### config.mk
export PLATFORM = sky130hd
export DESIGN_NAME = cycle_counter
export DESIGN_NICKNAME = d
export VERILOG_FILES = /design/src/pkg/cyc_pkg.sv /design/src/pkg/trig_if.sv /design/src/cycle_counter.sv /design/src/trig_match.sv
export SDC_FILE = /design/constraint.sdc
export NUM_CORES = 1
export LEC_CHECK = 0
export BUFFER_PORTS_ARGS = -buffer_cell sky130_fd_sc_hd__buf_4
export CAP_MARGIN = 25
export CORE_MARGIN = 2
export CORE_UTILIZATION = 55
export DETAILED_ROUTE_END_ITERATION = 6
export GPL_TIMING_DRIVEN = 0
export PLACE_DENSITY = 0.78
export RECOVER_POWER = 50
export SLEW_MARGIN = 5
export SYNTH_ARGS = -nofsm -noshare
export SYNTH_HDL_FRONTEND = slang
export SYNTH_SLANG_ARGS = --single-unit
### constraint.sdc
create_clock -name clock -period 2.9 [get_ports clock]
set_input_delay 0.29 -clock clock [delete_from_list [all_inputs] [get_ports clock]]
set_output_delay 0.29 -clock clock [all_outputs]
set_load 0.05 [all_outputs]
### src/pkg/cyc_pkg.sv
// package of constants for the emulator cycle counter with start/stop triggers
// assumes an axi4-lite master on the same clock and a core giving one address per cycle
package cyc_pkg;
  localparam int unsigned ADDR_W = 15;
  localparam int unsigned CNT_W = 32;
  // register byte offsets
  localparam logic [7:0] OFF_CTRL = 8'h00;
  localparam logic [7:0] OFF_LOAD = 8'h04;
  localparam logic [7:0] OFF_COUNT = 8'h08;
  localparam logic [7:0] OFF_START_LO = 8'h0c;
  localparam logic [7:0] OFF_START_HI = 8'h10;
  localparam logic [7:0] OFF_STOP_LO = 8'h14;
  localparam logic [7:0] OFF_STOP_HI = 8'h18;
  localparam logic [7:0] OFF_STATUS = 8'h1c;
  localparam logic [7:0] OFF_IRQ_STATUS = 8'h20;
  localparam logic [7:0] OFF_IRQ_MASK = 8'h24;
  // ctrl fields
  localparam int unsigned CTRL_START_MODE = 0;
  localparam int unsigned CTRL_STOP_MODE = 2;
  localparam int unsigned CTRL_OVF_BREAK = 4;
  localparam int unsigned CTRL_APPLY = 8;
  localparam int unsigned CTRL_UNSET = 9;
  localparam int unsigned CTRL_NEG_LOAD = 10;
  // status fields
  localparam int unsigned STAT_OVF = 0;
  localparam int unsigned STAT_COUNTING = 1;
  // irq fields
  localparam int unsigned IRQ_OVF = 0;
  localparam int unsigned IRQ_START = 1;
  localparam int unsigned IRQ_STOP = 2;
  localparam int unsigned IRQ_W = 3;
  localparam logic [31:0] CNT_MAX = 32'hffff_ffff;
  localparam logic [1:0] RESP_OKAY = 2'h0;
  localparam logic [1:0] RESP_SLVERR = 2'h2;
  typedef enum logic [1:0] {
    TRIG_UNSET,
    TRIG_SINGLE,
    TRIG_RANGE,
    TRIG_FREE
  } trig_mode_t;
endpackage : cyc_pkg

### src/pkg/trig_if.sv
// interface carrying one trigger's setting from the register file to a matcher
// assumes single clock; the matcher reads mode, lo and hi and drives only hit
interface trig_if;
  logic [1:0] mode;
  logic [cyc_pkg::ADDR_W-1:0] lo;
  logic [cyc_pkg::ADDR_W-1:0] hi;
  logic hit;
  modport cfg (output mode, output lo, output hi, input hit);
  modport match (input mode, input lo, input hi, output hit);
endinterface : trig_if

### src/cycle_counter.sv
// emulator cycle counter with start/stop address triggers, axi4-lite registers
// assumes core signals are on this clock, one executed address per machine cycle
module cycle_counter #(
  parameter int unsigned ADDR_WIDTH = 15
) (
  // clock and reset
  input wire logic clock,
  input wire logic reset_n,
  // core
  input wire logic emu_run,
  input wire logic emu_go,
  input wire logic emu_break,
  input wire logic exec_valid,
  input wire logic [ADDR_WIDTH-1:0] exec_addr,
  output logic ovf_break_req,
  output logic irq,
  // axi4-lite
  input wire logic [7:0] awaddr,
  input wire logic awvalid,
  output logic awready,
  input wire logic [31:0] wdata,
  input wire logic [3:0] wstrb,
  input wire logic wvalid,
  output logic wready,
  output logic [1:0] bresp,
  output logic bvalid,
  input wire logic bready,
  input wire logic [7:0] araddr,
  input wire logic arvalid,
  output logic arready,
  output logic [31:0] rdata,
  output logic [1:0] rresp,
  output logic rvalid,
  input wire logic rready
);
  if (ADDR_WIDTH != cyc_pkg::ADDR_W) begin : g_bad_width
    $error("ADDR_WIDTH must match package");
  end

  // ==========================================================
  // state
  logic [31:0] count;
  logic ovf;
  logic counting;
  logic [1:0] start_mode;
  logic [1:0] stop_mode;
  logic [ADDR_WIDTH-1:0] start_lo, start_hi, stop_lo, stop_hi;
  // staged settings, applied together on apply
  logic [1:0] stg_start_mode, stg_stop_mode;
  logic [ADDR_WIDTH-1:0] stg_start_lo, stg_start_hi, stg_stop_lo, stg_stop_hi;
  logic ovf_break_en;
  logic [cyc_pkg::IRQ_W-1:0] irq_status, irq_mask;
  logic [31:0] load_val;
  logic go_seen;

  logic [31:0] next_count;
  logic next_ovf, next_counting, next_go_seen;
  logic [1:0] next_start_mode, next_stop_mode;
  logic [ADDR_WIDTH-1:0] next_start_lo, next_start_hi, next_stop_lo, next_stop_hi;
  logic [1:0] next_stg_start_mode, next_stg_stop_mode;
  logic [ADDR_WIDTH-1:0] next_stg_start_lo, next_stg_start_hi;
  logic [ADDR_WIDTH-1:0] next_stg_stop_lo, next_stg_stop_hi;
  logic next_ovf_break_en;
  logic [cyc_pkg::IRQ_W-1:0] next_irq_status, next_irq_mask;
  logic [31:0] next_load_val;

  // ==========================================================
  // matchers
  trig_if start_t ();
  trig_if stop_t ();
  assign start_t.mode = start_mode;
  assign start_t.lo = start_lo;
  assign start_t.hi = start_hi;
  assign stop_t.mode = stop_mode;
  assign stop_t.lo = stop_lo;
  assign stop_t.hi = stop_hi;

  trig_match u_start (
    .exec_addr(exec_addr),
    .exec_valid(exec_valid),
    .t(start_t.match)
  );
  trig_match u_stop (
    .exec_addr(exec_addr),
    .exec_valid(exec_valid),
    .t(stop_t.match)
  );

  // ==========================================================
  // axi4-lite slave
  logic aw_held, w_held, ar_done;
  logic [7:0] aw_addr_q;
  logic [31:0] w_data_q;
  logic [3:0] w_strb_q;
  logic next_aw_held, next_w_held;
  logic [7:0] next_aw_addr_q;
  logic [31:0] next_w_data_q;
  logic [3:0] next_w_strb_q;
  logic next_awready, next_wready, next_bvalid, next_arready, next_rvalid;
  logic [1:0] next_bresp, next_rresp;
  logic [31:0] next_rdata;
  logic wr_fire;
  logic [31:0] wmask;

  always_comb begin
    next_aw_held = aw_held;
    next_w_held = w_held;
    next_aw_addr_q = aw_addr_q;
    next_w_data_q = w_data_q;
    next_w_strb_q = w_strb_q;
    next_bvalid = bvalid;
    next_bresp = bresp;
    if (awvalid && awready) begin
      next_aw_held = 1'b1;
      next_aw_addr_q = awaddr;
    end
    if (wvalid && wready) begin
      next_w_held = 1'b1;
      next_w_data_q = wdata;
      next_w_strb_q = wstrb;
    end
    wr_fire = aw_held && w_held && !bvalid;
    if (wr_fire) begin
      next_aw_held = 1'b0;
      next_w_held = 1'b0;
      next_bvalid = 1'b1;
      next_bresp = (aw_addr_q[1:0] == 2'h0 && aw_addr_q <= cyc_pkg::OFF_IRQ_MASK)
        ? cyc_pkg::RESP_OKAY : cyc_pkg::RESP_SLVERR;
    end else if (bvalid && bready) begin
      next_bvalid = 1'b0;
    end
    next_awready = !next_aw_held && !next_bvalid;
    next_wready = !next_w_held && !next_bvalid;
  end

  for (genvar i = 0; i < 4; i++) begin : g_wmask
    assign wmask[i*8 +: 8] = w_strb_q[i] ? 8'hff : 8'h00;
  end

  // ==========================================================
  // register file and counter
  logic apply, unset, do_load, neg_load;
  logic start_hit, stop_hit, free_end;
  logic [31:0] wv;

  always_comb begin
    next_start_mode = start_mode;
    next_stop_mode = stop_mode;
    next_start_lo = start_lo;
    next_start_hi = start_hi;
    next_stop_lo = stop_lo;
    next_stop_hi = stop_hi;
    next_stg_start_mode = stg_start_mode;
    next_stg_stop_mode = stg_stop_mode;
    next_stg_start_lo = stg_start_lo;
    next_stg_start_hi = stg_start_hi;
    next_stg_stop_lo = stg_stop_lo;
    next_stg_stop_hi = stg_stop_hi;
    next_ovf_break_en = ovf_break_en;
    next_irq_mask = irq_mask;
    next_load_val = load_val;
    apply = 1'b0;
    unset = 1'b0;
    do_load = 1'b0;
    neg_load = 1'b0;
    wv = w_data_q & wmask;
    if (wr_fire) begin
      unique case (aw_addr_q)
        cyc_pkg::OFF_CTRL: begin
          // every ctrl write rewrites both staged modes
          next_stg_start_mode = w_data_q[cyc_pkg::CTRL_START_MODE +: 2];
          next_stg_stop_mode = w_data_q[cyc_pkg::CTRL_STOP_MODE +: 2];
          next_ovf_break_en = w_data_q[cyc_pkg::CTRL_OVF_BREAK];
          apply = w_data_q[cyc_pkg::CTRL_APPLY];
          unset = w_data_q[cyc_pkg::CTRL_UNSET];
          neg_load = w_data_q[cyc_pkg::CTRL_NEG_LOAD];
        end
        cyc_pkg::OFF_LOAD: begin
          next_load_val = (load_val & ~wmask) | wv;
          do_load = 1'b1;
        end
        cyc_pkg::OFF_START_LO: next_stg_start_lo = wv[ADDR_WIDTH-1:0];
        cyc_pkg::OFF_START_HI: next_stg_start_hi = wv[ADDR_WIDTH-1:0];
        cyc_pkg::OFF_STOP_LO: next_stg_stop_lo = wv[ADDR_WIDTH-1:0];
        cyc_pkg::OFF_STOP_HI: next_stg_stop_hi = wv[ADDR_WIDTH-1:0];
        cyc_pkg::OFF_IRQ_MASK: next_irq_mask = wv[cyc_pkg::IRQ_W-1:0];
        default: ;
      endcase
    end
    // both triggers switch in one cycle
    if (apply) begin
      next_start_mode = stg_start_mode;
      next_stop_mode = stg_stop_mode;
      next_start_lo = stg_start_lo;
      next_start_hi = stg_start_hi;
      next_stop_lo = stg_stop_lo;
      next_stop_hi = stg_stop_hi;
    end
    if (unset) begin
      next_start_mode = cyc_pkg::TRIG_UNSET;
      next_stop_mode = cyc_pkg::TRIG_UNSET;
    end
  end

  always_comb begin
    next_count = count;
    next_ovf = ovf;
    next_counting = counting;
    next_go_seen = go_seen;
    start_hit = 1'b0;
    stop_hit = 1'b0;
    free_end = 1'b0;
    if (emu_go) next_go_seen = 1'b1;
    if (!emu_run) next_go_seen = 1'b0;
    // start: free mode on go, address modes on match; unset never
    if (start_mode == cyc_pkg::TRIG_FREE) start_hit = emu_go;
    else start_hit = start_t.hit;
    if (stop_mode != cyc_pkg::TRIG_FREE) stop_hit = stop_t.hit;
    free_end = !emu_run;
    if (!counting && start_hit && emu_run && !stop_hit && (go_seen || emu_go)) begin
      next_counting = 1'b1;
    end
    // stop cycle itself is not counted
    if (counting && stop_hit) begin
      next_counting = 1'b0;
    end else if (counting && emu_run) begin
      // free stop also counts the break cycle
      if (stop_mode == cyc_pkg::TRIG_FREE || !emu_break || exec_valid) begin
        next_count = count + 32'h0000_0001;
        if (count == cyc_pkg::CNT_MAX) next_ovf = 1'b1;
      end
    end
    if (counting && free_end) next_counting = 1'b0;
    // idle count is held; flag cleared only by load
    if (do_load) begin
      next_count = next_load_val;
      next_ovf = 1'b0;
    end
    if (neg_load) begin
      next_count = cyc_pkg::CNT_MAX - load_val;
      next_ovf = 1'b0;
    end
  end

  always_comb begin
    next_irq_status = irq_status;
    if (wr_fire && aw_addr_q == cyc_pkg::OFF_IRQ_STATUS) begin
      next_irq_status = irq_status & ~wv[cyc_pkg::IRQ_W-1:0];
    end
    // set wins over clear
    if (next_ovf && !ovf) next_irq_status[cyc_pkg::IRQ_OVF] = 1'b1;
    if (next_counting && !counting) next_irq_status[cyc_pkg::IRQ_START] = 1'b1;
    if (!next_counting && counting) next_irq_status[cyc_pkg::IRQ_STOP] = 1'b1;
  end

  always_comb begin
    next_arready = arready;
    next_rvalid = rvalid;
    next_rdata = rdata;
    next_rresp = rresp;
    if (arvalid && arready) begin
      next_arready = 1'b0;
      next_rvalid = 1'b1;
      next_rresp = cyc_pkg::RESP_OKAY;
      unique case (araddr)
        cyc_pkg::OFF_CTRL: next_rdata = {27'h000_0000, ovf_break_en, stop_mode, start_mode};
        cyc_pkg::OFF_LOAD: next_rdata = load_val;
        cyc_pkg::OFF_COUNT: next_rdata = count;
        cyc_pkg::OFF_START_LO: next_rdata = {17'h0_0000, start_lo};
        cyc_pkg::OFF_START_HI: next_rdata = {17'h0_0000, start_hi};
        cyc_pkg::OFF_STOP_LO: next_rdata = {17'h0_0000, stop_lo};
        cyc_pkg::OFF_STOP_HI: next_rdata = {17'h0_0000, stop_hi};
        cyc_pkg::OFF_STATUS: next_rdata = {30'h0000_0000, counting, ovf};
        cyc_pkg::OFF_IRQ_STATUS: next_rdata = {29'h0000_0000, irq_status};
        cyc_pkg::OFF_IRQ_MASK: next_rdata = {29'h0000_0000, irq_mask};
        default: begin
          next_rdata = 32'h0000_0000;
          next_rresp = cyc_pkg::RESP_SLVERR;
        end
      endcase
    end else if (rvalid && rready) begin
      next_rvalid = 1'b0;
      next_arready = 1'b1;
    end
  end

  // ==========================================================
  // registers
  always_ff @(posedge clock) begin
    if (!reset_n) begin
      count <= 32'h0000_0000;
      ovf <= 1'b0;
      counting <= 1'b0;
      go_seen <= 1'b0;
      start_mode <= cyc_pkg::TRIG_UNSET;
      stop_mode <= cyc_pkg::TRIG_UNSET;
      start_lo <= '0;
      start_hi <= '0;
      stop_lo <= '0;
      stop_hi <= '0;
      stg_start_mode <= cyc_pkg::TRIG_UNSET;
      stg_stop_mode <= cyc_pkg::TRIG_UNSET;
      stg_start_lo <= '0;
      stg_start_hi <= '0;
      stg_stop_lo <= '0;
      stg_stop_hi <= '0;
      ovf_break_en <= 1'b0;
      irq_status <= '0;
      irq_mask <= '0;
      load_val <= 32'h0000_0000;
      aw_held <= 1'b0;
      w_held <= 1'b0;
      aw_addr_q <= 8'h00;
      w_data_q <= 32'h0000_0000;
      w_strb_q <= 4'h0;
      awready <= 1'b0;
      wready <= 1'b0;
      bvalid <= 1'b0;
      bresp <= 2'h0;
      arready <= 1'b0;
      rvalid <= 1'b0;
      rdata <= 32'h0000_0000;
      rresp <= 2'h0;
      ovf_break_req <= 1'b0;
      irq <= 1'b0;
      ar_done <= 1'b0;
    end else begin
      count <= next_count;
      ovf <= next_ovf;
      counting <= next_counting;
      go_seen <= next_go_seen;
      start_mode <= next_start_mode;
      stop_mode <= next_stop_mode;
      start_lo <= next_start_lo;
      start_hi <= next_start_hi;
      stop_lo <= next_stop_lo;
      stop_hi <= next_stop_hi;
      stg_start_mode <= next_stg_start_mode;
      stg_stop_mode <= next_stg_stop_mode;
      stg_start_lo <= next_stg_start_lo;
      stg_start_hi <= next_stg_start_hi;
      stg_stop_lo <= next_stg_stop_lo;
      stg_stop_hi <= next_stg_stop_hi;
      ovf_break_en <= next_ovf_break_en;
      irq_status <= next_irq_status;
      irq_mask <= next_irq_mask;
      load_val <= next_load_val;
      aw_held <= next_aw_held;
      w_held <= next_w_held;
      aw_addr_q <= next_aw_addr_q;
      w_data_q <= next_w_data_q;
      w_strb_q <= next_w_strb_q;
      awready <= next_awready;
      wready <= next_wready;
      bvalid <= next_bvalid;
      bresp <= next_bresp;
      arready <= ar_done ? next_arready : 1'b1;
      rvalid <= next_rvalid;
      rdata <= next_rdata;
      rresp <= next_rresp;
      ovf_break_req <= next_ovf && ovf_break_en;
      irq <= |(next_irq_status & irq_mask);
      ar_done <= 1'b1;
    end
  end
endmodule : cycle_counter

### src/trig_match.sv
// address matcher for one trigger
// assumes the executed address is valid only when exec_valid is high
module trig_match (
  // core side
  input wire logic [cyc_pkg::ADDR_W-1:0] exec_addr,
  input wire logic exec_valid,
  // trigger setting
  trig_if.match t
);
  always_comb begin
    t.hit = 1'b0;
    unique case (t.mode)
      cyc_pkg::TRIG_SINGLE: t.hit = exec_valid && (exec_addr == t.lo);
      cyc_pkg::TRIG_RANGE: t.hit = exec_valid && (exec_addr >= t.lo)
        && (exec_addr <= t.hi);
      default: t.hit = 1'b0;
    endcase
  end
endmodule : trig_match

# Word-level counts from Yosys, hierarchy flattened
# Index checks and enable logic that the tools add are counted.
# totals
output_inout_bits	43
wordCells	188
ff_bits	292
# classes
n_addsub	2
bitwise	8
muxes	51
magnitude_cmp	5
reduce_logical	58
n_eq_ne	28
# ops
operator	n
case mux 32 bit (10 select lines)	1
two-way mux 32 bit	7
bitwise AND 32 bit	2
equality test 8 x 5 -> 1 bit (second input constant)	7
two-way mux 1 bit	34
adder 32 x 1 -> 32 bit (second input constant)	1
equality test 32 bit (second input constant)	1
equality test 8 x 6 -> 1 bit (second input constant)	4
two-way mux 8 bit	4
inverter 32 bit	1
bitwise OR 32 bit	1
subtractor 32 bit (first input constant)	1
equality test 15 bit	2
>= comparator 15 bit	2
<= comparator 15 bit	2
logical AND 1 bit	28
equality test 8 x 4 -> 1 bit (second input constant)	3
equality test 8 x 3 -> 1 bit (second input constant)	2
logical NOT 8 bit	2
AND reduction 2 bit	7
logical NOT 1 bit	10
OR reduction 10 bit	1
equality test 2 bit (second input constant)	4
<= comparator 8 x 6 -> 1 bit (second input constant)	1
other kinds (17)	24

# Longest topological paths before layout
# depth
ltp_word	17
mapped_depth	12

# Cells and area by module
# From an unflattened synthesis, not the netlist that was laid out.
# hier_totals
cells_unflattened	1829
area_unflattened_um2	14478.9
# by_module_without_submodules
module	area_per_inst_um2	cells_each	instances
cycle_counter	12852.3	1605	1
trig_match	813.3	112	2

# Least setup slack after synthesis
# Ideal clock, no wire load.
# synth_path
kind	register -> register
from	register stop_lo[12]
to	register count[9]
path_stages_with_launch	12
path_slack_ns	0.351
arrival_ns	2.430
path_cell_list	dfxtp_1 inv_1 ha_1 a211oi_1 nor2_1 a2111oi_2 o31ai_1 a41oi_2 and2_1 buf_2 a41oi_1 o221a_2
# synth_between
elab_chain_len	8
word_cells_on_any_way	10
# synth_lines
item	line	rtl
start: declaration	cycle_counter.sv:47	logic [ADDR_WIDTH-1:0] start_lo, start_hi, stop_lo, stop_hi;
start signal: assignment	cycle_counter.sv:336	stop_lo <= next_stop_lo;
>= comparator 15 bit	trig_match.sv:14	cyc_pkg::TRIG_RANGE: t.hit = exec_valid && (exec_addr >= t.lo)
logical AND 1 bit	trig_match.sv:14	
logical AND 1 bit	trig_match.sv:15	&& (exec_addr <= t.hi);
case mux 1 bit (2 select lines) (*)	trig_match.sv:12	unique case (t.mode)
two-way mux 1 bit (*)	cycle_counter.sv:218	if (stop_mode != cyc_pkg::TRIG_FREE) stop_hit = stop_t.hit;
logical AND 1 bit (*)	cycle_counter.sv:224	if (counting && stop_hit) begin
!= test 3 bit (no source line) (*)	-	
AND reduction 3 bit (no source line) (*)	-	
end signal: assignment	cycle_counter.sv:328	count <= next_count;
end: declaration	cycle_counter.sv:42	logic [31:0] count;
# Every way passes the cells marked *; elsewhere a longest branch is shown, timed or not.
# A chain may end at the register's enable or synchronous reset.

# Worst setup path after layout
# layout_path
from	register stop_hi[8]
to	register count[0]
# layout_between
elab_chain_len	7
# layout_lines
item	line	rtl
start: declaration	cycle_counter.sv:47	
start signal: assignment	cycle_counter.sv:337	stop_hi <= next_stop_hi;
<= comparator 15 bit	trig_match.sv:15	
logical AND 1 bit	trig_match.sv:15	
case mux 1 bit (2 select lines)	trig_match.sv:12	
two-way mux 1 bit	cycle_counter.sv:218	
logical AND 1 bit	cycle_counter.sv:224	
!= test 3 bit (no source line)	-	
AND reduction 3 bit (no source line)	-	
# No other way between the ends.

==> impl_metrics.csv <==
group,metric,value,unit
global_routing,grt_pass1_wl,73610,um
cells_and_area,area_growth,21.68,%
synth,ys_seq_elements,290,
cells_and_area,layout-drive-gt1-share,12.90,%
synth,synth_area,0.01400,mm2
critical_path,worstSetupStartpoint,"stop_hi[8]",
clock_tree,cts_made_buffers,29,
sta,final.setup.worst_slack,-0.1208,ns
place,post-dp-hpwl,37390,um
clock_tree,clk_latency,0.56,ns
critical_path,cp_max_fo,5,
synth,synth_most_common_cell,"a21oi_1",
routing,vias,14530,
sta,fin_crit_sh,104.2,%
synth,yosys-top-cells-area,"dfxtp_1 (41%), a21oi_1 (10%), nand2_1 (7.6%)",
synth,async_flop_share,0,%
sta,drv_slew,0,
pwr,pwr-share-seq,47.7,%
clock_tree,clkTransAtPathRegs,0.06,ns
critical_path,rr_worst_depth,12,
global_routing,antenna_found_initial,0,
sta,period_needed,3.021,ns
synth,synth.distinct_cells,65,
sta,hold_violations,1,
sta,fmax,0.3310,GHz
critical_path,cp.required,3.35,ns
synth,synth_ff_type,"dfxtp_1",
global_routing,grt_pass1_vias,12950,
cells_and_area,nets,2123,
critical_path,critPathCapture,"count[0]",
global_routing,gr-usage-met3,9.802,%
floorplan,dieArea,0.02674,mm2
synth,syn_avg_cell_area,7.873,um2
floorplan,initial_core_util,55.75,%
clock_tree,cts_tree,"yes",
pwr,cellPowerDensity,499.6,mW/mm2
routing,drtIter0Drc,1847,
routing,post_drt_wl_per_cell,21.77,um
floorplan,rows,58,
clock_tree,cts_max_level,1,
critical_path,startpoint_type,"flip-flop",
job,drv_cap,0,
synth,yosysTopAreaCellShare,41.47,%
clock_tree,clk_path_buf_depth,3,
routing,firstDrtPassIters,6,
pwr,switchingPower,2.031,mW
critical_path,r2r_start,"stop_hi[8]",
place,port_buffers,116,
pwr,p_comb_share,6.9,%
floorplan,die_w,163.5,um
sta,rsz0062_at_grt,"yes",
critical_path,rrSetupSlack,-0.12,ns
sta,worstMarginPinSlew,0.9171,ns
global_routing,met1_usage,50.11,%
sta,final-setup-viol-count,29,
place,gp_congestion,0.9921,
sta,finClkSkew,0.01335,ns
routing,postRouteAntennaNets,0,
synth,yosys.area.top_type,"dfxtp_1",
routing,drt-vias-per-instance,6.234,
synth,syn_inst,1778,
status,violations,"hold timing, setup timing",
floorplan,core,0.02511,mm2
synth,ys_warn_count,0,
sta,hold_ws,-0.001889,ns
clock_tree,root_buffer,"clkbuf_16",
critical_path,path_class,"reg -> reg",
global_routing,grt.overflow.total,0,
pwr,swShare,23.87,%
status,status,"finished, violations left",
critical_path,cp-end-kind,"flip-flop",
routing,wirelength,50720,um
cells_and_area,n_antenna_cell,0,
critical_path,r2r_end,"count[0]",
floorplan,boundaryPins,121,
clock_tree,clock-sinks,290,
pwr,p_int,6.478,mW
global_routing,use_met2,52.90,%
place,pre_cts_slack,-0.5444,ns
global_routing,grt.busiest_layer,"met2",
pwr,power_frac_clock,45.4,%
critical_path,arrival,3.47,ns
synth,yosys-top-cells-count,"a21oi_1 (292), dfxtp_1 (290), nand2_1 (285)",
synth,synth_edf_count,0,
pwr,p_total,8.509,mW
floorplan,die_h,163.5,um
routing,drc,0,
global_routing,grt_max_degree,15,
pwr,p_leak,5.866,nW
synth,yosysSeqAreaShare,41.47,%
sta,tns,-1.450,ns
pwr,ir_worst_vdd,0.0004680,V
global_routing,grt_usage,36.15,%
hold_path,hp-class,"in -> reg",
sta,max_slew_margin,38.86,%
## kinds of logic after synthesis
logic type | after synthesis | synth area share (%)
AO/OA/AOI/OAI | 488 | 21.39
XOR/XNOR | 2 | 0.1252
adder cells (fa/ha/maj) | 67 | 5.989
buffers and inverters | 191 | 5.345
flip-flops | 290 | 41.47
multiplexers | 63 | 4.514
other | 1 | 0.02679
AND/OR/NAND/NOR | 676 | 21.14
## what timing repair did
action	4_1_cts	5_1_grt
endpoints found under the setup margin	35	94
gates cloned	0	2
pin swaps	6	23
resized for setup	31	81
hold buffers	26	0
hold endpoints to repair	26	0
setup buffers	3	20
## how the worst min path moves through the flow
stage | start | to | slack (ns) | cells after the start
3_5_place_dp | stg_stop_hi[3] | stop_hi[3] | 0.44 | 2
4_1_cts | wdata[27] | w_data_q[27] | 0.002 | 3
3_3_place_gp | stg_stop_hi[2] | stop_hi[2] | 0.44 | 2
6_report | wdata[27] | w_data_q[27] | -0.002 | 3
2_1_floorplan | reset_n | ar_done | 0.32 | 0
5_1_grt | wdata[22] | w_data_q[22] | 0.006 | 3
## power groups by stage
stage / registers, mW / clock network, mW / logic, mW
after floorplan: 4.16 / 0 / 0.281
after global placement: 4.15 / 0 / 0.503
after detailed placement: 4.16 / 0 / 0.514
after CTS: 4.06 / 3.86 / 0.553
after global routing: 4.06 / 4.00 / 0.636
final: 4.06 / 3.86 / 0.587
## worst max-delay path, stage by stage, from the launching register on
cell,delay [ns]
dfxtp_4,0.39
inv_2,0.06
ha_4,0.26
nand4_1,0.19
buf_4,0.21
nor4_4,0.30
buf_4,0.17
a2bb2oi_4,0.21
a41oi_4,0.23
and2_4,0.24
buf_8,0.13
nand2b_4,0.18
o221a_4,0.33
## area by class of cell
cell class | instances | area, um2
fill | 2159 | 8077
multi-input combinational | 1298 | 7787
sequential | 290 | 5869
timing repair buffer | 168 | 1215
clock buffer | 43 | 828.3
buffer | 114 | 495.5
tap | 330 | 412.9
inverter | 77 | 289.0
clock inverter | 10 | 135.1
## metrics by stage
step                      instances  utilization, %  cell area [um2]
after floorplan                1779               -            14000
after global placement         2225           60.88            15290
after detailed placement       2225           60.88            15290
after CTS                      2307           66.25            16630
after global routing           2330           67.83            17030
final                          2330           67.83            17030
## metal layers
| metal | up-vias | routed length, um | share of wire (%) |
|---|---|---|---|
| li1 | 6644 | - | - |
| met1 | 6817 | 20560 | 41 |
| met2 | 892 | 21170 | 42 |
| met3 | 173 | 6572 | 13 |
| met4 | 0 | 2410 | 4.8 |
| met5 | - | 0 | 0 |
## cell usage in the layout (no fill, tap or decap), drive strengths merged, types with 4 or more instances in the layout
cell type | synthesis | routed
a22oi | 30 | 30
nand2 | 285 | 285
a41oi | 9 | 9
a211oi | 12 | 12
and2 | 23 | 23
nor4 | 5 | 5
a21o | 4 | 4
and4 | 7 | 7
o211a | 4 | 4
buf | 19 | 109
o211ai | 5 | 5
a31oi | 23 | 23
dlygate4sd3 | 0 | 26
nor2 | 217 | 217
inv | 77 | 78
and3 | 19 | 19
o21ai | 20 | 20
a21oi | 292 | 292
nand4 | 20 | 20
clkinv | 0 | 6
nor3 | 9 | 9
mux2i | 62 | 62
dfxtp | 290 | 290
clkbuf | 95 | 190
ha | 67 | 67
o22ai | 32 | 32
nand3 | 64 | 64
nand2b | 8 | 8
nand3b | 10 | 10
a222oi | 10 | 10
o221a | 25 | 25
## flip-flops by register name, summed over array words and instances (netlist names), 2 cells and up
| signal | cells |
|---|---|
| stg_start_hi | 15 |
| stg_stop_hi | 15 |
| count | 32 |
| start_lo | 15 |
| irq_mask | 3 |
| stg_start_lo | 15 |
| load_val | 32 |
| w_strb_q | 4 |
| irq_status | 3 |
| stop_hi | 15 |
| w_data_q | 32 |
| stg_stop_mode | 2 |
| stop_mode | 2 |
| aw_addr_q | 8 |
| start_mode | 2 |
| stop_lo | 15 |
| stg_start_mode | 2 |
| start_hi | 15 |
| stg_stop_lo | 15 |
| rdata | 32 |
(Power assumes the default switching activity.)
